### src/sip_consts.svh
// Purpose: offsets, field positions, reset values and timing counts
// Assumes: 32-bit apb data, register index times four is the byte address
// Notes:   definitions only
`ifndef SIP_CONSTS_SVH
`define SIP_CONSTS_SVH

// register indices, byte address is index * 4
`define SIP_IDX_PTYPE  14'h1847
`define SIP_IDX_BCAST  14'h1848
`define SIP_IDX_ADMIT  14'h1849
`define SIP_IDX_MCFG   14'h184a
`define SIP_IDX_CMD    14'h184b
`define SIP_IDX_STS    14'h184c
`define SIP_IDX_WDATA  14'h184d
`define SIP_IDX_RDATA  14'h184e

// broadcast limit layout, one nine-bit slice per port
`define SIP_BC_STRIDE  9
`define SIP_BC_EN_OFS  8
`define SIP_BC_RST     27'h0080402
`define SIP_BC_BYTE_SH 6

// command register fields
`define SIP_CMD_DIR    7
`define SIP_CMD_TYP_HI 6
`define SIP_CMD_TYP_LO 5
`define SIP_CMD_ADR_HI 4

// meter config fields
`define SIP_MCFG_EN    0
`define SIP_MCFG_MD_HI 2
`define SIP_MCFG_MD_LO 1

// metering table
`define SIP_CIR_NUM    24
`define SIP_CIR_RST    16'h0014
`define SIP_BURST_RST  16'h0600
`define SIP_PRI_PER_PT 8

// command latency in clock cycles
`define SIP_OP_CYC     2'd2

// broadcast interval, clock period in ns
`define SIP_THROT_NS   1720000
`define SIP_CLK_NS     10
`define SIP_THROT_CYC  (`SIP_THROT_NS / `SIP_CLK_NS)

`endif

### src/sip_pkg.sv
// Purpose: types shared by the ingress policy register bank
// Assumes: sip_consts.svh on the include path
// Notes:   state of the bank is one packed struct
`include "sip_consts.svh"
package sip_pkg;
  typedef enum logic {SIP_IDLE, SIP_BUSY} sip_op_t;
  typedef enum logic [1:0] {SIP_M_PORT_PRI, SIP_M_PORT, SIP_M_PRI, SIP_M_RSVD} sip_mode_t;
  typedef enum logic [1:0] {SIP_T_RSVD, SIP_T_CIR, SIP_T_CBS, SIP_T_EBS} sip_tbl_t;

  typedef struct packed {
    logic [5:0]        port_type;
    logic [26:0]       bcast;
    logic [2:0]        admit;
    logic [2:0]        mcfg;
    logic [7:0]        cmd;
    logic [15:0]       wdata;
    logic [15:0]       rdata;
    sip_op_t           op;
    logic [1:0]        op_cnt;
    logic [23:0][15:0] committed_rate_entry;
    logic [15:0]       cbs;
    logic [15:0]       ebs;
    logic [17:0]       timer;
    logic [2:0][13:0]  used;
    logic [2:0]        allow;
    logic [31:0]       prdata;
    logic              vlan_acc;
    logic              meter_on;
    logic [15:0]       mtr_cir;
  } sip_state_t;
endpackage

### src/sip_regs.sv
// Purpose: ingress policy registers of a three-port switch engine
// Assumes: apb slave with zero wait states, inputs synchronous to CORE_CLK
// Notes:   metering table reached indirectly through command register
`timescale 1ns/1ps
module sip_regs
  import sip_pkg::*;
#(
  parameter int THROT_CYC = `SIP_THROT_CYC
) (
  // clock and reset
  input  wire logic        CORE_CLK,
  input  wire logic        NRST,
  // apb slave
  input  wire logic        PSEL,
  input  wire logic        PENABLE,
  input  wire logic        PWRITE,
  input  wire logic [15:0] PADDR,
  input  wire logic [31:0] PWDATA,
  output logic      [31:0] PRDATA,
  output logic             PREADY,
  output logic             PSLVERR,
  // tag-directed destination per port
  output logic      [2:0]  TAG_DEST_EN,
  // broadcast throttling, one byte pulse per port
  input  wire logic [2:0]  BCAST_BYTE,
  output logic      [2:0]  BCAST_ALLOW,
  // vlan admission check
  input  wire logic [1:0]  VLAN_CHECK_PORT,
  input  wire logic        VLAN_PORT_MEMBER,
  input  wire logic        VLAN_ACTIVE,
  output logic             VLAN_ACCEPT,
  // metering lookup
  input  wire logic [1:0]  MTR_PORT,
  input  wire logic [4:0]  MTR_PRIO,
  output logic             METER_ON,
  output logic      [1:0]  METER_MODE,
  output logic      [15:0] MTR_CIR,
  output logic      [15:0] MTR_CBS,
  output logic      [15:0] MTR_EBS
);

  sip_state_t s_r;
  sip_state_t s_nxt;

  ////////////////////////////////////////////////////////////////////////////
  // helpers

  // byte address of a register index
  function automatic logic [15:0] waddr(input logic [13:0] idx);
    return {idx, 2'b00};
  endfunction

  // rate entry at an index; out of range gives zero
  function automatic logic [15:0] cir_at(input logic [23:0][15:0] t, input logic [4:0] a);
    return (a < 5'(`SIP_CIR_NUM)) ? t[a] : 16'h0000;
  endfunction

  // entry used by a packet for the active mode
  // port and priority mode keeps only the low three priority bits
  function automatic logic [4:0] meter_idx(input sip_mode_t m, input logic [1:0] p,
                                           input logic [4:0] pr);
    unique case (m)
      SIP_M_PORT_PRI: return {p, pr[2:0]};
      SIP_M_PORT:     return {3'h0, p};
      SIP_M_PRI:      return pr;
      SIP_M_RSVD:     return 5'h00;
    endcase
  endfunction

  ////////////////////////////////////////////////////////////////////////////
  // next state

  logic       wr_acc;
  logic       setup;
  logic       hit;
  logic       cmd_wr;
  logic       tick;
  logic [4:0] t_adr;
  sip_tbl_t   t_typ;
  sip_mode_t  mode;

  always_comb begin
    s_nxt  = s_r;
    wr_acc = PSEL & PENABLE & PWRITE;
    setup  = PSEL & ~PENABLE;
    hit    = 1'b1;
    mode   = sip_mode_t'(s_r.mcfg[`SIP_MCFG_MD_HI:`SIP_MCFG_MD_LO]);
    t_typ  = sip_tbl_t'(s_r.cmd[`SIP_CMD_TYP_HI:`SIP_CMD_TYP_LO]);
    t_adr  = s_r.cmd[`SIP_CMD_ADR_HI:0];
    cmd_wr = wr_acc & (PADDR == waddr(`SIP_IDX_CMD));

    // read data is caught in the setup cycle so PRDATA comes from a flop
    if (setup) begin
      unique case (PADDR)
        waddr(`SIP_IDX_PTYPE): s_nxt.prdata = {26'h0, s_r.port_type};
        waddr(`SIP_IDX_BCAST): s_nxt.prdata = {5'h00, s_r.bcast};
        waddr(`SIP_IDX_ADMIT): s_nxt.prdata = {29'h0, s_r.admit};
        waddr(`SIP_IDX_MCFG):  s_nxt.prdata = {29'h0, s_r.mcfg};
        waddr(`SIP_IDX_CMD):   s_nxt.prdata = {24'h0, s_r.cmd};
        waddr(`SIP_IDX_STS):   s_nxt.prdata = {31'h0, s_r.op == SIP_BUSY};
        waddr(`SIP_IDX_WDATA): s_nxt.prdata = {16'h0, s_r.wdata};
        waddr(`SIP_IDX_RDATA): s_nxt.prdata = {16'h0, s_r.rdata};
        default:               s_nxt.prdata = 32'h0;
      endcase
    end
    // any address outside the eight registers answers with a slave error
    if (PADDR != waddr(`SIP_IDX_PTYPE) && PADDR != waddr(`SIP_IDX_BCAST) &&
        PADDR != waddr(`SIP_IDX_ADMIT) && PADDR != waddr(`SIP_IDX_MCFG) &&
        PADDR != waddr(`SIP_IDX_CMD) && PADDR != waddr(`SIP_IDX_STS) &&
        PADDR != waddr(`SIP_IDX_WDATA) && PADDR != waddr(`SIP_IDX_RDATA))
      hit = 1'b0;

    // plain register writes; status and read data are read-only
    if (wr_acc) begin
      if (PADDR == waddr(`SIP_IDX_PTYPE)) s_nxt.port_type = PWDATA[5:0];
      if (PADDR == waddr(`SIP_IDX_BCAST)) s_nxt.bcast = PWDATA[26:0];
      if (PADDR == waddr(`SIP_IDX_ADMIT)) s_nxt.admit = PWDATA[2:0];
      if (PADDR == waddr(`SIP_IDX_MCFG))  s_nxt.mcfg = PWDATA[2:0];
      if (PADDR == waddr(`SIP_IDX_WDATA)) s_nxt.wdata = PWDATA[15:0];
    end

    // table command engine; a command written while busy is dropped whole
    // write data is taken at completion, so it must be loaded before the command
    unique case (s_r.op)
      SIP_IDLE: begin
        if (cmd_wr) begin
          s_nxt.cmd    = PWDATA[7:0];
          s_nxt.op     = SIP_BUSY;
          s_nxt.op_cnt = `SIP_OP_CYC - 2'd1;
        end
      end
      SIP_BUSY: begin
        if (s_r.op_cnt != 2'd0) begin
          s_nxt.op_cnt = s_r.op_cnt - 2'd1;
        end else begin
          s_nxt.op = SIP_IDLE;
          if (s_r.cmd[`SIP_CMD_DIR]) begin
            unique case (t_typ)
              SIP_T_CIR:  s_nxt.rdata = cir_at(s_r.committed_rate_entry, t_adr);
              SIP_T_CBS:  s_nxt.rdata = s_r.cbs;
              SIP_T_EBS:  s_nxt.rdata = s_r.ebs;
              SIP_T_RSVD: s_nxt.rdata = 16'h0000;
            endcase
          end else begin
            unique case (t_typ)
              SIP_T_CIR: begin
                if (t_adr < 5'(`SIP_CIR_NUM))
                  s_nxt.committed_rate_entry[t_adr] = s_r.wdata;
              end
              SIP_T_CBS:  s_nxt.cbs = s_r.wdata;
              SIP_T_EBS:  s_nxt.ebs = s_r.wdata;
              SIP_T_RSVD: s_nxt.cbs = s_r.cbs;
            endcase
          end
        end
      end
    endcase

    // broadcast budget per port, refilled every interval
    // a pulse in the refill cycle is not charged: one byte of slack buys a simpler counter
    tick        = (s_r.timer == 18'(THROT_CYC - 1));
    s_nxt.timer = tick ? 18'h0 : s_r.timer + 18'h1;
    for (int p = 0; p < 3; p++) begin
      if (tick)
        s_nxt.used[p] = 14'h0;
      else if (BCAST_BYTE[p] && s_r.used[p] != 14'h3fff)
        s_nxt.used[p] = s_r.used[p] + 14'h1;
      s_nxt.allow[p] = ~s_r.bcast[p*`SIP_BC_STRIDE + `SIP_BC_EN_OFS] |
                       (s_nxt.used[p] < {s_r.bcast[p*`SIP_BC_STRIDE +: 8], 6'h00});
    end

    // vlan admission: active vlan always required
    // port code 3 is no switch port and is never admitted as a non-member
    s_nxt.vlan_acc = VLAN_ACTIVE & (VLAN_PORT_MEMBER |
                     (VLAN_CHECK_PORT != 2'd3 && s_r.admit[VLAN_CHECK_PORT]));

    // metering lookup, reserved mode meters nothing
    // lookup runs every cycle, so the datapath sees the entry one cycle after its inputs
    s_nxt.meter_on = s_r.mcfg[`SIP_MCFG_EN] & (mode != SIP_M_RSVD);
    s_nxt.mtr_cir  = cir_at(s_r.committed_rate_entry, meter_idx(mode, MTR_PORT, MTR_PRIO));
  end

  ////////////////////////////////////////////////////////////////////////////
  // state register

  // table and limits start at their documented defaults
  // allow flags start high so no broadcast is held back before the first refill
  always_ff @(posedge CORE_CLK or negedge NRST) begin
    if (!NRST) begin
      s_r       <= '0;
      s_r.bcast <= `SIP_BC_RST;
      s_r.committed_rate_entry   <= {24{`SIP_CIR_RST}};
      s_r.cbs   <= `SIP_BURST_RST;
      s_r.ebs   <= `SIP_BURST_RST;
      s_r.allow <= 3'h7;
    end else begin
      s_r <= s_nxt;
    end
  end

  ////////////////////////////////////////////////////////////////////////////
  // outputs

  // zero wait states; error only for unmapped addresses
  // status and read data never raise an error although writes to them are dropped
  assign PREADY      = 1'b1;
  assign PSLVERR     = PSEL & PENABLE & ~hit;
  assign PRDATA      = s_r.prdata;
  assign BCAST_ALLOW = s_r.allow;
  assign VLAN_ACCEPT = s_r.vlan_acc;
  assign METER_ON    = s_r.meter_on;
  assign METER_MODE  = s_r.mcfg[`SIP_MCFG_MD_HI:`SIP_MCFG_MD_LO];
  assign MTR_CIR     = s_r.mtr_cir;
  assign MTR_CBS     = s_r.cbs;
  assign MTR_EBS     = s_r.ebs;

  // one tag-destination enable per two-bit field
  for (genvar g = 0; g < 3; g++) begin : g_tag
    assign TAG_DEST_EN[g] = &s_r.port_type[2*g +: 2];
  end

  logic pend;
  assign pend = (s_r.op == SIP_BUSY);
endmodule

### config.mk
export PLATFORM = sky130hd
export DESIGN_NAME = sip_regs
export DESIGN_NICKNAME = d
export VERILOG_FILES = /design/src/sip_pkg.sv /design/src/sip_regs.sv
export VERILOG_INCLUDE_DIRS = /design/src
export SDC_FILE = /design/constraint.sdc
export NUM_CORES = 1
export LEC_CHECK = 0
export ABC_CLOCK_PERIOD_IN_PS = 4019
export BUFFER_PORTS_ARGS = -buffer_cell sky130_fd_sc_hd__buf_2
export CORE_ASPECT_RATIO = 1.1
export CORE_UTILIZATION = 30
export CTS_CLUSTER_DIAMETER = 80
export DETAILED_ROUTE_END_ITERATION = 10
export GPL_TIMING_DRIVEN = 0
export SYNTH_ARGS = -nofsm -noshare
export SYNTH_HDL_FRONTEND = slang
export SYNTH_SLANG_ARGS = --single-unit
export TNS_END_PERCENT = 10
### constraint.sdc
create_clock -name CORE_CLK -period 4.02 [get_ports CORE_CLK]
set_clock_uncertainty 0.15 [all_clocks]
set_input_delay 0.402 -clock CORE_CLK [delete_from_list [all_inputs] [get_ports CORE_CLK]]
set_output_delay 0.402 -clock CORE_CLK [all_outputs]
set_load 0.1 [all_outputs]
* Yosys cells after proc, flatten, opt, wreduce, memory -nomap -nowiden *
Cells that the tools add are included.

operators by class
  $add $sub $neg = 5
  magnitude comparators = 9
  equality and inequality tests = 30
  mux-type cells = 25
  bitwise logic cells = 18
  reductions and logical operators = 29

operators with widths
  operator                                                  number
  bitwise mux 384 bit                                       1
  one-hot mux 27 bit (8 select lines)                       1
  binary-select mux 16 bit (select 5 bit)                   2
  == test 16 x 15 -> 1 bit (second input constant)          8
  inequality test 16 x 15 -> 1 bit (second input constant)  8
  two-way mux 14 bit                                        6
  demux 16 bit (select 5 bit)                               1
  two-way mux 16 bit                                        5
  one-hot mux 16 bit (4 select lines)                       1
  adder 14 x 1 -> 14 bit (second input constant)            3
  < comparator 14 bit                                       3
  inequality test 14 bit (second input constant)            3
  one-hot mux 5 bit (4 select lines)                        1
  AND reduction 2 bit                                       10
  adder 18 x 1 -> 18 bit (second input constant)            1
  == test 18 bit (second input constant)                    1
  two-way mux 18 bit                                        1
  logical AND 1 bit                                         12
  < comparator 5 x 6 -> 1 bit (second input constant)       2
  < comparator 5 bit (second input constant)                2
  == test 2 bit (second input constant)                     4
  AND reduction 4 bit                                       2
  AND 1 bit                                                 7
  inverter 1 bit                                            7
  16 further kinds                                          24

word-level totals
  register bits = 611
  input bits = 67
  output and inout bits = 92
  logic and storage cells = 160

* Longest topological paths before layout *
  word-level depth = 9
  mapped depth = 13
  mapped depth without buffers = 13

* Least setup slack after synthesis *
Ideal clock, no wire load.

  path kind = flip-flop to flip-flop
  from = register s_r[100] in the netlist's numbering
  to = register s_r, in the netlist BCAST_ALLOW[1]
  setup time = 61 ps
  data arrival time = 2815 ps
  required time = 3809 ps
  path slack = 994 ps
  stages on the path, launching flop included = 12
  path buffers = 2
  clock period less this slack = 3026 ps
  cell sequence = dfrtp_1 > or4b_1 > nor4_2 > clkbuf_1 > buf_2 > nor2_1 > ha_1 > a21o_1 > a21o_1 > a221oi_1 > o31ai_1 > nand2_1

RTL lines
  item                    line             text
  from (decl)             sip_regs.sv:42   sip_state_t s_r;
  from (signal assigned)  sip_regs.sv:197  s_r <= s_nxt;

==> results.yml <==
drt:
  drt_iter0_markers: 2333
  vias: 23000
  wire_per_inst_microns: 24.4
  drc_errors: 0
  drtAntennaViolNets: 0
  wl_microns: 104000
  drt-vias-per-instance: 5.38
  drtPass1Iterations: 6
sta:
  tightest_slew_ns: 1.25
  rsz0062_at_grt: "no"
  setup_viol: 0
  slew_violations: 0
  worst_slack_ns: 0.231
  hold-worst-slack_ns: 0.0171
  max_slew_margin_pct: 16.8
  timing.fmax_ghz: 0.264
  fin_crit_ns: 3.79
  fin_crit_sh_pct: 94.2
  hold_viol: 0
critical_path:
  startpoint_type: "flip-flop"
  slowest_delay_ns: 0.65
  end_kind: "flip-flop"
  critPathMaxFanout: 10
  required_ns: 4.28
  critPathKind: "reg2reg"
  crit_chain: "nand3b_1 > nand2_1 > buf_2 > buf_1 > mux4_2 > a22oi_1 > nand3_1"
  critPathSlowestCell: "buf_1"
  crit_buf_inv: 2
  worstPathArrival_ns: 4.05
  cp_top_family: "buffers and inverters"
final_layout:
  postLayoutCoreUtil_pct: 35.4
  drive_above_1_share_pct: 38.4
  fin_area_sq_mm: 0.0369
  nets: 2923
  nFillCells: 10300
  syn2layout_area_growth_pct: 16.9
yosys:
  synth-edff-count: 0
  syn_area_sq_mm: 0.0316
  post-synth-top-count-cell: "dfrtp_1"
  synth_cells: 2572
  netlist.area_leader.share_pct: 43.5
  async_flop_share_pct: 100
  ys_seq_area_share_pct: 48.3
  synth_cell_types: 77
  synth_top_area_cell: "dfrtp_1"
  synth.avg_cell_area_sq_um: 12.3
  synth_seq_cells: 606
  synth_commonest_cells: "548 x dfrtp_1, 455 x mux2_2, 284 x nand2_1"
  ys_warn_count: 0
  ys.flop_type: "dfrtp_1"
  synthTopCellsByArea: "dfrtp_1 43%, mux2_2 16%, mux4_2 10%"
cts:
  numCtsBuffers: 69
  root_buffer: "clkbuf_16"
  clock_path_buffers: 3
  clk_pin_slew_ns: 0.06
  h-tree-depth: 3
  clock-sinks: 606
  tritoncts: "built"
  clk_latency_ns: 0.62
run_status:
  run_status: "finished, final reports clean"
placed_design:
  pre_cts_slack_ns: 0.0896
  portBuffers: 147
  dp_hpwl_microns: 76700
  place_congestion: 0.941
  placed_cell_area_sq_mm: 0.0342
global_routing:
  grt_max_degree: 121
  grt_pass1_wl_microns: 155000
  grt_usage_pct: 19.5
  antenna_found_initial: 9
  grt_pass1_vias: 23200
  grt-ovfl-total: 0
floorplanning:
  die_area_sq_mm: 0.106
  start_util_pct: 30.3
  io_pins: 159
  rows: 124
  fp.dieW_microns: 311
  coreArea_sq_mm: 0.104
  die_y_microns: 342
power_and_ir_drop:
  ir_drop_mv: 0.251
  cellPowerDensity_mw_per_mm2: 376
  p_leak_nw: 16.8
min_path:
  hold_class: "in2reg"
run:
  maxCapViolations: 0
flip-flops by register name, indices dropped and copies added, names as in the netlist:
signal,count
VLAN_ACCEPT,1
MTR_EBS,16
s_r,523
MTR_CBS,16
MTR_CIR,16
PRDATA,27
METER_MODE,2
pend,1
BCAST_ALLOW,3
METER_ON,1
layout by cell type (no fill, tap or decap), types with 27 or more instances in the layout:
cell,instances
buf_2,183
o21ai_0,51
xor2_1,27
nand4_1,39
a22oi_1,68
a31oi_1,44
nand3_1,119
buf_4,95
clkbuf_16,71
mux4_2,140
dfrtp_1,548
clkbuf_1,120
nand2_1,284
dlygate4sd3_1,31
nor2_1,87
inv_1,42
mux2_2,455
dfstp_2,58
worst paths after layout:
| check | from | endpoint | slack (ns) | cells after the start |
|---|---|---|---|---|
| worst min-delay path | PWDATA[2] | s_r[580]$_DFFE_PN0P_ | 0.02 | 3 |
| worst max register to register | METER_MODE[0]$_DFFE_PN0P_ | MTR_CIR[1]$_DFF_PN0_ | 0.23 | 7 |
| min in group asynchronous | NRST | PRDATA[19]$_DFFE_PN0P_ | 0.29 | 2 |
| worst max-delay path | METER_MODE[0]$_DFFE_PN0P_ | MTR_CIR[1]$_DFF_PN0_ | 0.23 | 7 |
| max in group asynchronous | NRST | s_r[301]$_DFFE_PN0P_ | 1.72 | 4 |
| worst min register to register | s_r[595]$_DFFE_PN0P_ | BCAST_ALLOW[1]$_DFF_PN1_ | 0.28 | 1 |
what timing repair did:
item,4_1_cts,5_1_grt
hold buffers,31,0
buffers inserted,0,0
endpoints found under the hold margin,148,0
gates resized for setup,0,1
setup endpoints to repair,0,1
tightest hold or removal path: stages:
cell     delay (ns)
buf_2          0.18
nand2_1        0.07
o21ai_0        0.07
layout make-up:
type	instances	area (sq um)	area share, %
Sequential cell	606	15200	41.3
Multi-Input combinational cell	1646	14600	39.5
Clock buffer	93	2010	5.45
Tap cell	1386	1730	4.70
Buffer	281	1600	4.33
Timing Repair Buffer	183	1190	3.24
Clock inverter	28	355	0.964
Inverter	43	161	0.438
Antenna cell	4	10.0	0.0271
metrics by stage:
| step | cells | total power [mW] | setup TNS [ns] |
|---|---|---|---|
| 2_1_floorplan | 2576 | 6.89 | 0 |
| 4_1_cts | 4266 | 14.0 | 0 |
| 5_1_grt | 4269 | 14.3 | 0 |
| 3_3_place_gp | 4109 | 7.24 | -6233.38 |
| 3_5_place_dp | 4114 | 7.27 | 0 |
| 6_report | 4270 | 13.9 | 0 |
power breakdown:
part	switching, mW	internal, mW	total [mW]
clock	2.66	4.02	6.68
combinational	0.608	0.260	0.868
sequential	0.107	6.22	6.32
metal layers:
layer  wire [microns]  vias to the layer above  GRT usage, %
met2            50100                      967          32.5
li1                 -                     9890             -
met4             3540                        6          7.48
met1            43100                    11900          24.9
met5               46                        -             0
met3             7170                      214          3.70
cell families after synthesis:
family | count (synthesis) | share of synthesized area, %
buf+inv | 324 | 5.57
simple gates | 659 | 10.2
fa+ha+maj | 26 | 1.03
flops | 606 | 48.3
mux | 623 | 27.1
xor+xnor | 47 | 1.30
other cells | 2 | 0.0238
compound gates | 285 | 6.41
Note: power is estimated with default switching activity, not from simulation.
